--- src/common/retimer_adapt_control_regs.vh ---
// Register offsets, field positions and reset values of the adapt slice
`ifndef RETIMER_ADAPT_CONTROL_REGS_VH
`define RETIMER_ADAPT_CONTROL_REGS_VH

`define ADDR_LOCK_QUAL 8'h2F
`define ADDR_PRBS_CDR 8'h30
`define ADDR_ADAPT_MODE 8'h31
`define ADDR_EYE_INT_THR 8'h32
`define ADDR_HANDOFF_THR 8'h33
`define ADDR_LOCK_TAP 8'h34
`define ADDR_PPM_TAP1 8'h35
`define ADDR_EYE_EN_DAC 8'h36
`define ADDR_LIN_STATE 8'h37
`define ADDR_FB_STATE 8'h38

`define RST_LOCK_QUAL 8'h02
`define RST_PRBS_CDR 8'h00
`define RST_ADAPT_MODE 8'h40
`define RST_EYE_INT_THR 8'h11
`define RST_HANDOFF_THR 8'h88
`define RST_LOCK_TAP 8'h3F
`define RST_PPM_TAP1 8'h1F
`define RST_EYE_EN_DAC 8'h31

// Writable bits of the masked registers; eyeThr, handThr and eyeEnDac take all bits
`define WMASK_LOCK_QUAL 8'h02
`define WMASK_PRBS_CDR 8'hCF
`define WMASK_ADAPT_MODE 8'h78
`define WMASK_LOCK_TAP 8'h7F
`define WMASK_PPM_TAP1 8'hFF

`define FLD_EN_BIT 1
`define CDR_INT_BIT 4
`define PRBS_CLK_BIT 3
`define PRBS_PAT_HI 1
`define PRBS_PAT_LO 0
`define MODE_HI 6
`define MODE_LO 5
`define MERIT_HI 4
`define MERIT_LO 3
`define THR_H_HI 7
`define THR_H_LO 4
`define THR_V_HI 3
`define THR_V_LO 0
`define PPM_READY_BIT 7
`define TAP25_HI 3
`define TAP25_LO 0
`define TAP25_NUM 4
`define TAP25_W 4
`define PPM_REQ_BIT 5
`define TAP1_HI 4
`define TAP1_LO 0
`define EYE_INT_EN_BIT 6
`define DAC_OVR_BIT 2
`define DAC_RANGE_HI 1
`define DAC_RANGE_LO 0

`define MERIT_BOTH0 2'h0
`define MERIT_HORIZ 2'h1
`define MERIT_VERT 2'h2

`define ZERO8 8'h00

`endif

--- src/verilog/retimer_adapt_control_regs.v ---
// Per-channel adaptation control and status register slice
`timescale 1ns/1ns
`include "retimer_adapt_control_regs.vh"

module retimer_adapt_control_regs
(
   // Clock and reset
   input wire clk_sys,
   input wire resetn,
   // Register port
   input wire [7:0] regAddr,
   input wire regWrite,
   input wire [7:0] regWrData,
   input wire regRead,
   output reg [7:0] regRdData,
   // Eye measurements
   input wire [7:0] horizontal_eye_opening,
   input wire [7:0] vertical_eye_opening,
   // Status from core
   input wire cdrInterrupt,
   input wire ppmCalcDone,
   input wire [7:0] linEqState,
   input wire [7:0] fbEqState,
   input wire cdrLockRaw,
   input wire frequency_lock_detector,
   input wire [1:0] internalDacRange,
   // Raw DFE tap magnitudes
   input wire [4:0] tap1Mag,
   input wire [15:0] tap25Mag,
   // Adaptation controls
   output reg [1:0] adaptMode,
   output reg useHorizontal,
   output reg useVertical,
   output reg eyeInterrupt,
   output reg horizBelowThr,
   output reg vertBelowThr,
   output reg handoffHoriz,
   output reg handoffVert,
   // PPM error calculation
   output reg ppmCalcStart,
   // Clamped taps
   output reg [4:0] tap1Clamped,
   output reg [15:0] tap25Clamped,
   // PRBS, lock and DAC
   output reg prbsClkEnable,
   output reg [1:0] prbsPattern,
   output reg lockDeclared,
   output reg [1:0] capDacRange
);

   localparam ST_IDLE = 1'b0;
   localparam ST_BUSY = 1'b1;

   reg [7:0] lockQual;
   reg [7:0] prbsCdr;
   reg [7:0] modeCtrl;
   reg [7:0] eyeThr;
   reg [7:0] handThr;
   reg [7:0] lockTap;
   reg [7:0] ppmTap1;
   reg [7:0] eyeEnDac;
   reg cdrIntPrev;
   reg ppmState;
   reg [7:0] next_rdData;
   integer i;

   function [4:0] clampMag;
      input [4:0] mag;
      input [4:0] limit;
      begin
         clampMag = (mag > limit) ? limit : mag;
      end
   endfunction

   function [3:0] clampNib;
      input [3:0] mag;
      input [3:0] limit;
      begin
         clampNib = (mag > limit) ? limit : mag;
      end
   endfunction

   function [7:0] scaleBy4;
      input [3:0] thr;
      begin
         scaleBy4 = {2'b00, thr, 2'b00};
      end
   endfunction

   function [7:0] scaleBy2;
      input [3:0] thr;
      begin
         scaleBy2 = {3'b000, thr, 1'b0};
      end
   endfunction

   wire wrLockQual = regWrite && (regAddr == `ADDR_LOCK_QUAL);
   wire wrPrbs = regWrite && (regAddr == `ADDR_PRBS_CDR);
   wire wrMode = regWrite && (regAddr == `ADDR_ADAPT_MODE);
   wire wrEyeThr = regWrite && (regAddr == `ADDR_EYE_INT_THR);
   wire wrHand = regWrite && (regAddr == `ADDR_HANDOFF_THR);
   wire wrLockTap = regWrite && (regAddr == `ADDR_LOCK_TAP);
   wire wrPpm = regWrite && (regAddr == `ADDR_PPM_TAP1);
   wire wrEyeEn = regWrite && (regAddr == `ADDR_EYE_EN_DAC);
   wire rdPrbs = regRead && (regAddr == `ADDR_PRBS_CDR);
   wire cdrRise = cdrInterrupt && !cdrIntPrev;
   wire ppmFinish = (ppmState == ST_BUSY) && ppmCalcDone;
   wire ppmNewReq = wrPpm && regWrData[`PPM_REQ_BIT];

   wire [1:0] meritSel = modeCtrl[`MERIT_HI:`MERIT_LO];
   wire selH = (meritSel != `MERIT_VERT);
   wire selV = (meritSel != `MERIT_HORIZ);
   wire hBelow = horizontal_eye_opening <
      scaleBy4(eyeThr[`THR_H_HI:`THR_H_LO]);
   wire vBelow = vertical_eye_opening <
      scaleBy4(eyeThr[`THR_V_HI:`THR_V_LO]);
   // Both hand-off checks use the horizontal opening
   wire hHandoff = horizontal_eye_opening >=
      scaleBy2(handThr[`THR_H_HI:`THR_H_LO]);
   wire vHandoff = horizontal_eye_opening >=
      scaleBy2(handThr[`THR_V_HI:`THR_V_LO]);

   // Plain read/write registers
   always @(posedge clk_sys or negedge resetn)
   begin
      if (!resetn)
      begin
         lockQual <= `RST_LOCK_QUAL;
         modeCtrl <= `RST_ADAPT_MODE;
         eyeThr <= `RST_EYE_INT_THR;
         handThr <= `RST_HANDOFF_THR;
         eyeEnDac <= `RST_EYE_EN_DAC;
      end
      else
      begin
         if (wrLockQual)
            lockQual <= regWrData & `WMASK_LOCK_QUAL;
         if (wrMode)
            modeCtrl <= regWrData & `WMASK_ADAPT_MODE;
         if (wrEyeThr)
            eyeThr <= regWrData;
         if (wrHand)
            handThr <= regWrData;
         if (wrEyeEn)
            eyeEnDac <= regWrData;
      end
   end

   // CDR interrupt flag, set wins over clear on read
   always @(posedge clk_sys or negedge resetn)
   begin
      if (!resetn)
      begin
         prbsCdr <= `RST_PRBS_CDR;
         cdrIntPrev <= 1'b0;
      end
      else
      begin
         cdrIntPrev <= cdrInterrupt;
         if (wrPrbs)
            prbsCdr <= (prbsCdr & ~`WMASK_PRBS_CDR) |
               (regWrData & `WMASK_PRBS_CDR);
         if (cdrRise)
            prbsCdr[`CDR_INT_BIT] <= 1'b1;
         else if (rdPrbs)
            prbsCdr[`CDR_INT_BIT] <= 1'b0;
      end
   end

   // PPM request handshake and tap limits
   always @(posedge clk_sys or negedge resetn)
   begin
      if (!resetn)
      begin
         lockTap <= `RST_LOCK_TAP;
         ppmTap1 <= `RST_PPM_TAP1;
         ppmState <= ST_IDLE;
         ppmCalcStart <= 1'b0;
      end
      else
      begin
         ppmCalcStart <= 1'b0;
         if (wrLockTap)
            lockTap <= (lockTap & ~`WMASK_LOCK_TAP) |
               (regWrData & `WMASK_LOCK_TAP);
         if (wrPpm)
            ppmTap1 <= regWrData & `WMASK_PPM_TAP1;
         case (ppmState)
            ST_IDLE:
            begin
               if (ppmNewReq)
               begin
                  ppmState <= ST_BUSY;
                  ppmCalcStart <= 1'b1;
               end
            end
            ST_BUSY:
            begin
               if (ppmCalcDone)
               begin
                  ppmState <= ST_IDLE;
                  ppmTap1[`PPM_REQ_BIT] <= 1'b0;
               end
            end
            default:
               ppmState <= ST_IDLE;
         endcase
         if (ppmFinish)
            lockTap[`PPM_READY_BIT] <= 1'b1;
         else if (ppmNewReq)
            lockTap[`PPM_READY_BIT] <= 1'b0;
      end
   end

   // Mode, merit and eye comparison outputs
   always @(posedge clk_sys or negedge resetn)
   begin
      if (!resetn)
      begin
         adaptMode <= 2'h0;
         useHorizontal <= 1'b0;
         useVertical <= 1'b0;
         eyeInterrupt <= 1'b0;
         horizBelowThr <= 1'b0;
         vertBelowThr <= 1'b0;
         handoffHoriz <= 1'b0;
         handoffVert <= 1'b0;
      end
      else
      begin
         adaptMode <= modeCtrl[`MODE_HI:`MODE_LO];
         useHorizontal <= selH;
         useVertical <= selV;
         horizBelowThr <= hBelow;
         vertBelowThr <= vBelow;
         eyeInterrupt <= eyeEnDac[`EYE_INT_EN_BIT] &&
            ((selH && hBelow) || (selV && vBelow));
         handoffHoriz <= hHandoff;
         handoffVert <= vHandoff;
      end
   end

   // Clamped DFE tap magnitudes
   always @(posedge clk_sys or negedge resetn)
   begin
      if (!resetn)
      begin
         tap1Clamped <= 5'h00;
         tap25Clamped <= 16'h0000;
      end
      else
      begin
         tap1Clamped <= clampMag(tap1Mag,
            ppmTap1[`TAP1_HI:`TAP1_LO]);
         for (i = 0; i < `TAP25_NUM; i = i + 1)
            tap25Clamped[i*`TAP25_W +: `TAP25_W] <=
               clampNib(tap25Mag[i*`TAP25_W +: `TAP25_W],
               lockTap[`TAP25_HI:`TAP25_LO]);
      end
   end

   // PRBS, lock qualifier and DAC range outputs
   always @(posedge clk_sys or negedge resetn)
   begin
      if (!resetn)
      begin
         prbsClkEnable <= 1'b0;
         prbsPattern <= 2'h0;
         lockDeclared <= 1'b0;
         capDacRange <= 2'h0;
      end
      else
      begin
         prbsClkEnable <= prbsCdr[`PRBS_CLK_BIT];
         prbsPattern <= prbsCdr[`PRBS_PAT_HI:`PRBS_PAT_LO];
         lockDeclared <= cdrLockRaw && (!lockQual[`FLD_EN_BIT] ||
            frequency_lock_detector);
         capDacRange <= eyeEnDac[`DAC_OVR_BIT] ?
            eyeEnDac[`DAC_RANGE_HI:`DAC_RANGE_LO] :
            internalDacRange;
      end
   end

   // Read mux
   always @*
   begin
      next_rdData = `ZERO8;
      case (regAddr)
         `ADDR_LOCK_QUAL: next_rdData = lockQual;
         `ADDR_PRBS_CDR: next_rdData = prbsCdr;
         `ADDR_ADAPT_MODE: next_rdData = modeCtrl;
         `ADDR_EYE_INT_THR: next_rdData = eyeThr;
         `ADDR_HANDOFF_THR: next_rdData = handThr;
         `ADDR_LOCK_TAP: next_rdData = lockTap;
         `ADDR_PPM_TAP1: next_rdData = ppmTap1;
         `ADDR_EYE_EN_DAC: next_rdData = eyeEnDac;
         `ADDR_LIN_STATE: next_rdData = linEqState;
         `ADDR_FB_STATE: next_rdData = fbEqState;
         default: next_rdData = `ZERO8;
      endcase
   end

   always @(posedge clk_sys or negedge resetn)
   begin
      if (!resetn)
         regRdData <= `ZERO8;
      else if (regRead)
         regRdData <= next_rdData;
   end

endmodule

--- config.mk ---
export PLATFORM = sky130hd
export DESIGN_NAME = retimer_adapt_control_regs
export DESIGN_NICKNAME = d
export VERILOG_FILES = /design/src/verilog/retimer_adapt_control_regs.v
export VERILOG_INCLUDE_DIRS = /design/src /design/src/common
export SDC_FILE = /design/constraint.sdc
export NUM_CORES = 1
export LEC_CHECK = 0
export BUFFER_PORTS_ARGS = -buffer_cell sky130_fd_sc_hd__buf_4
export CAP_MARGIN = 20
export CORE_MARGIN = 5
export CORE_UTILIZATION = 40
export CTS_CLUSTER_DIAMETER = 150
export DETAILED_ROUTE_END_ITERATION = 10
export GPL_TIMING_DRIVEN = 0
export PLACE_DENSITY = 0.71
export SLEW_MARGIN = 40
export SYNTH_ARGS = -nofsm -noshare
export SYNTH_HDL_FRONTEND = slang
export SYNTH_SLANG_ARGS = --single-unit
export TNS_END_PERCENT = 30
--- constraint.sdc ---
create_clock -name clk_sys -period 3.1 [get_ports clk_sys]
set_clock_uncertainty 0.1 [all_clocks]
set_input_delay 0.155 -clock clk_sys [delete_from_list [all_inputs] [get_ports clk_sys]]
set_output_delay 0.155 -clock clk_sys [all_outputs]
set_load 0.05 [all_outputs]
== After elaboration in Yosys (flattened, before gate mapping) ==
Index checks and enable logic that the tools add are counted.

* $lt $le $gt $ge: 9
* Reductions and logical operators: 22
* Bitwise operators: 3
* Equality and inequality tests: 12
* Mux-type cells: 20

{| class="wikitable"
|+ Operators with widths
! operator !! number
|-
| $eq 8x6->1 const B || 10
|-
| $pmux 8 s10 || 1
|-
| $ge 8x5->1 || 2
|-
| $gt 4x4->1 || 4
|-
| $logic_and 1x1->1 || 16
|-
| $lt 8x6->1 || 2
|-
| $mux 4 || 4
|-
| $mux 5 || 2
|-
| $mux 1 || 9
|-
| $mux 8 || 1
|-
| $or 6x8->8 || 1
|-
| $or 8x7->8 || 1
|-
| $mux 6 || 1
|-
| $reduce_bool 3->1 || 2
|-
| $gt 5x5->1 || 1
|-
| $logic_not 1->1 || 2
|-
| $logic_or 1x1->1 || 2
|-
| $mux 2 || 1
|-
| $ne 2x1->1 const B || 1
|-
| $ne 2x2->1 const B || 1
|-
| $pmux 1 s2 || 1
|-
| $not 1->1 || 1
|}

* Input port bits: 79
* Flip-flop bits (word level): 100

== Longest topological paths before layout ==
* Depth after elaboration: 5
* Depth in mapped cells: 7
* Mapped depth without buffers: 7

== Worst setup path before layout ==
Ideal clock, no wire load.

* Kind: register to register
* Start point: reg lockTap[1]
* End point: reg tap25Clamped[10]
* Path buffers: 0
* Library setup time: 125 ps
* Path slack: 823 ps
* Stages on the path, launching flop included: 8
* Arrival: 2052 ps
* Cells stage by stage: dfstp_2 -> inv_1 -> ha_1 -> nor2b_1 -> o21a_1 -> o21a_1 -> o21ai_0 -> mux2_2

* Longest elaborated chain between the ends: 2

{| class="wikitable"
|+ Ends and longest elaborated chain
! element !! RTL line !! RTL
|-
| start: declaration || retimer_adapt_control_regs.v:59 || <nowiki>reg [7:0] lockTap;</nowiki>
|-
| start signal: assignment || retimer_adapt_control_regs.v:175 || <nowiki>lockTap <= `RST_LOCK_TAP;</nowiki>
|-
| start signal: assignment || retimer_adapt_control_regs.v:184 || <nowiki>lockTap <= (lockTap & ~`WMASK_LOCK_TAP) |</nowiki>
|-
| $gt 4x4->1 || retimer_adapt_control_regs.v:79 || <nowiki>clampNib = (mag > limit) ? limit : mag;</nowiki>
|-
| $mux 4 || retimer_adapt_control_regs.v:79 ||
|-
| end signal: indexed assignment || retimer_adapt_control_regs.v:256 || <nowiki>tap25Clamped[i*`TAP25_W +: `TAP25_W] <=</nowiki>
|-
| end: declaration || retimer_adapt_control_regs.v:43 || <nowiki>output reg [15:0] tap25Clamped,</nowiki>
|}

No other way between the ends.
A chain may end at the register's enable or synchronous reset.

== Worst setup path after layout ==
* Start point: reg lockTap[1]
* End point: reg tap25Clamped[5]

* Longest elaborated chain between the ends: 2

{| class="wikitable"
|+ Ends and longest elaborated chain
! element !! RTL line
|-
| $gt 4x4->1 || retimer_adapt_control_regs.v:79
|-
| $mux 4 * || retimer_adapt_control_regs.v:79
|}

Mark *: on every way between the ends. The rest lies on a longest branch, timed or not.

==> metrics.md <==
| Metric | Value |
|---|---|
| Status | completed |
| First-pass GRT wire length | 21.8 mm |
| # DRC | 0 |
| Initial DRT Pass Iterations | 4 |
| Compound-Gate Fraction of Synth Area | 11.2% |
| Clk network pwr share | 37.1% |
| Post-CTS sizing | 0 |
| Period utilization | 85.9% |
| Die H | 123 microns |
| Worst-path fanout max | 7 |
| Max_slew headroom | 51.9% |
| # port buffers | 120 |
| Synth Cell Area | 5090 sq um |
| Max IR drop VDD | 0.000228 V |
| Cell count of the worst reg-to-reg path | 7 |
| Hold Crit Start | regWrData[1] |
| Post-CTS setup buffer count | 0 |
| Final hold slack | 0.0179 ns |
| PnR worst setup slack | 0.437 ns |
| Synth Register Bits | 99 |
| Proportion of synthesized area in mux cells | 18.4% |
| Final WL | 14.0 mm |
| Worst endpoint required time | 3.24 ns |
| Row cnt | 41 |
| Worst hold endpoint | eyeThr[1]$_DFFE_PN0P_ |
| Cts bufs inserted | 9 |
| Mapped Avg Cell Area | 11.9 sq um |
| CTS Buffer Depth | 2 |
| Ports | 124 |
| Setup CP Type | reg2reg |
| Placed Instance Area | 6210 sq um |
| Post-DP HPWL | 10.5 mm |
| Total number of vias | 4016 |
| Syn nets | 542 |
| NetSw | 0.851 mW |
| Worst R2R Setup Slack | 0.44 ns |
| Top_reg_cell synth | dfrtp_1 |
| Int Pwr | 2.28 mW |
| P_leak | 3.27 nW |
| Initial Util | 40.5% |
| GPL Wtd Cong | 0.879 |
| Synth Area in Adders | 8.60% |
| Xor-xnor portion of the synthesized cell area | 0% |
| Total GRT Usage | 19.0% |
| Fmax | 375 MHz |
| Crit. End Element | register |
| PwrDens | 453 nW/um^2 |
| Die width | 123 microns |
| CP Launch Type | register |
| CP Data Arrival Time | 2.80 ns |
| Core region area | 12600 sq um |
| Crit-path max cell delay | 0.63 ns |
| Synth Area in Simple Gates | 8.67% |
| Sequential Power Share | 44.8% |
| Full die area | 15100 sq um |
| RSZ-0062 raised after global routing | false |
| Synth warnings | 0 |
| Sink Count | 99 |
| Sequential element share of the synthesized area | 49.1% |
| Number of setup violations in the final report | 0 |
| Logic pwr share | 18.1% |
| Largest family of logic cells by synthesized area | multiplexers |
| Sw frac | 27.2% |
| Hold Crit Depth | 3 |
| Largest net degree at the start of global routing | 100 |
| Total power | 3.13 mW |
| H-tree Lvls | 3 |
| FILL cells | 1039 |
| Synth Instances | 428 |
| Clk root buf | clkbuf_16 |
| Worst Max-Slew Pin Slew | 0.716 ns |
| Vias in the first global route | 4351 |
| Most used cell, CP | o21a_1 |
| Skew-Pair Late Insertion Delay | 0.35 ns |
| Nets | 711 |
| Remaining Overflow, GRT | 0 |
| Post-synth EDFFs | 0 |
| Initial antenna violation count | 0 |
| MaxCap Viol Count | 0 |
| Tmin final | 2.66 ns |
| Syn-to-layout area delta | 35.6% |
| Final hold violations | 0 |
| Synth cell types | 50 |
| Crit path cell chain | inv_1, ha_1, nor2b_1, o21a_1, o21a_1, o21ai_0, mux2_2 |
| CTS tree | yes |
| Routed len/inst | 18.1 microns |
| Vias/cell | 5.19 |
| Initial DRC count | 284 |
| Diode count | 0 |
| Layout cells sized above 1 | 41.4% |
| Design Area, Final | 6910 sq um |
| Slowest CP cell | dfstp_2 |
| Setup TNS | 0 ns |
| Dpl ws | 0.454 ns |
| Pins Over Slew Limit | 0 |
| RR Startpoint | lockTap[1]$_DFFE_PN1P_ |
| Worst Hold Class | in2reg |
| Post-DRT Antenna Nets | 0 |
| Clock slew at reported path FFs | 0.07 ns |
| Fraction of registers with async set/reset | 100% |
| Reg2Reg Capture Point | tap25Clamped[5]$_DFF_PN0_ |
cell usage after synthesis (4+ instances only):
master    instances  area share (%)
a211oi_1          4            0.59
a21oi_1           8            0.79
a221oi_1          6             1.0
a22oi_1           7             1.0
buf_2             5            0.49
dfrtp_1          79              39
dfstp_2          20              10
ha_1             35             8.6
inv_1            40             2.9
mux2_2           71              16
mux2i_1           7             1.4
nand2_1          24             1.8
nand3_1           5            0.49
nand4_1           6            0.74
nor2_1            9            0.66
nor2b_1           8            0.98
nor3_1            4            0.39
o21a_1            8             1.2
o21ai_0          27             2.7
o22ai_1           6            0.74
power groups by stage:
stage               combinational [mW]  clock, mW  sequential [mW]
floorplan                        0.209          0             1.51
global placement                 0.507          0             1.42
detailed placement               0.527          0             1.43
CTS                              0.568       1.19             1.40
global route                     0.612       1.24             1.41
finish                           0.565       1.16             1.40
kinds of logic after synthesis:
| kind of cell | count (synthesis) |
|---|---|
| adders and majority gates | 35 |
| DFF | 99 |
| and+or+nand+nor | 77 |
| AOI/OAI and AO/OA | 85 |
| buffers and inverters | 51 |
| muxes | 81 |
what timing repair did:
| action | CTS | global route |
|---|---|---|
| endpoints found under the setup margin | 0 | 0 |
| hold buffers | 38 | 0 |
| hold endpoints to repair | 138 | 0 |
registers in the layout, summed over array words and instances (netlist names), 2 cells and up:
register / flops
capDacRange: 2
ppmTap1: 8
modeCtrl: 4
prbsCdr: 7
handThr: 8
prbsPattern: 2
regRdData: 8
eyeEnDac: 8
tap1Clamped: 5
adaptMode: 2
lockTap: 8
eyeThr: 8
tap25Clamped: 16
metrics by stage:
step | cells | util [%]
2_1_floorplan | 428 | -
6_report | 774 | 55.0
3_3_place_gp | 720 | 49.4
3_5_place_dp | 720 | 49.4
4_1_cts | 774 | 54.9
5_1_grt | 774 | 55.0
worst max path at each step:
stage | from | endpoint | slack (ns) | cells past startpoint
2_1_floorplan | lockTap[1]$_DFFE_PN1P_ | tap25Clamped[10]$_DFF_PN0_ | 0.82 | 7
3_3_place_gp | lockTap[1]$_DFFE_PN1P_ | tap25Clamped[5]$_DFF_PN0_ | 0.56 | 7
3_5_place_dp | lockTap[1]$_DFFE_PN1P_ | tap25Clamped[5]$_DFF_PN0_ | 0.45 | 7
4_1_cts | lockTap[1]$_DFFE_PN1P_ | tap25Clamped[5]$_DFF_PN0_ | 0.42 | 7
5_1_grt | lockTap[1]$_DFFE_PN1P_ | tap25Clamped[5]$_DFF_PN0_ | 0.33 | 7
6_report | lockTap[1]$_DFFE_PN1P_ | tap25Clamped[5]$_DFF_PN0_ | 0.44 | 7
per-layer routing:
metal | vias to the layer above | part of all wire, % | track usage, %
li1 | 1897 | - | -
met1 | 1968 | 40 | 22.5
met2 | 128 | 51 | 33.5
met3 | 23 | 6.2 | 4.52
met4 | 0 | 2.5 | 6.72
met5 | - | 0 | 0
cells in the final DEF, fill, tap and decap left out, drive strengths merged, types with 10 or more instances in the layout:
| cell type | n |
|---|---|
| dfrtp | 79 |
| ha | 35 |
| o21ai | 27 |
| inv | 42 |
| clkbuf | 13 |
| nand2 | 24 |
| nor2 | 10 |
| dfstp | 20 |
| mux2 | 71 |
| buf | 128 |
| dlygate4sd3 | 38 |
cell type report:
type / instances / area (sq um) / area share (%)
sequential: 99 / 2500 / 36.2
buffer: 11 / 55.1 / 0.797
tap: 172 / 215 / 3.11
timing repair buffer: 158 / 1290 / 18.7
inverter: 40 / 150 / 2.17
clock inverter: 6 / 72.6 / 1.05
clock buffer: 10 / 239 / 3.46
multi-input combinational: 278 / 2390 / 34.5
worst max-delay path, delay by kind of cell, from the launching register on:
family | cells | cell delay [ns]
multiplexers | 1 | 0.41
AO/OA/AOI/OAI | 3 | 0.81
adder cells (fa/ha/maj) | 1 | 0.31
AND/OR/NAND/NOR | 1 | 0.14
flip-flops | 1 | 0.63
buffers and inverters | 1 | 0.15
Note: power is estimated with default switching activity, not from simulation.
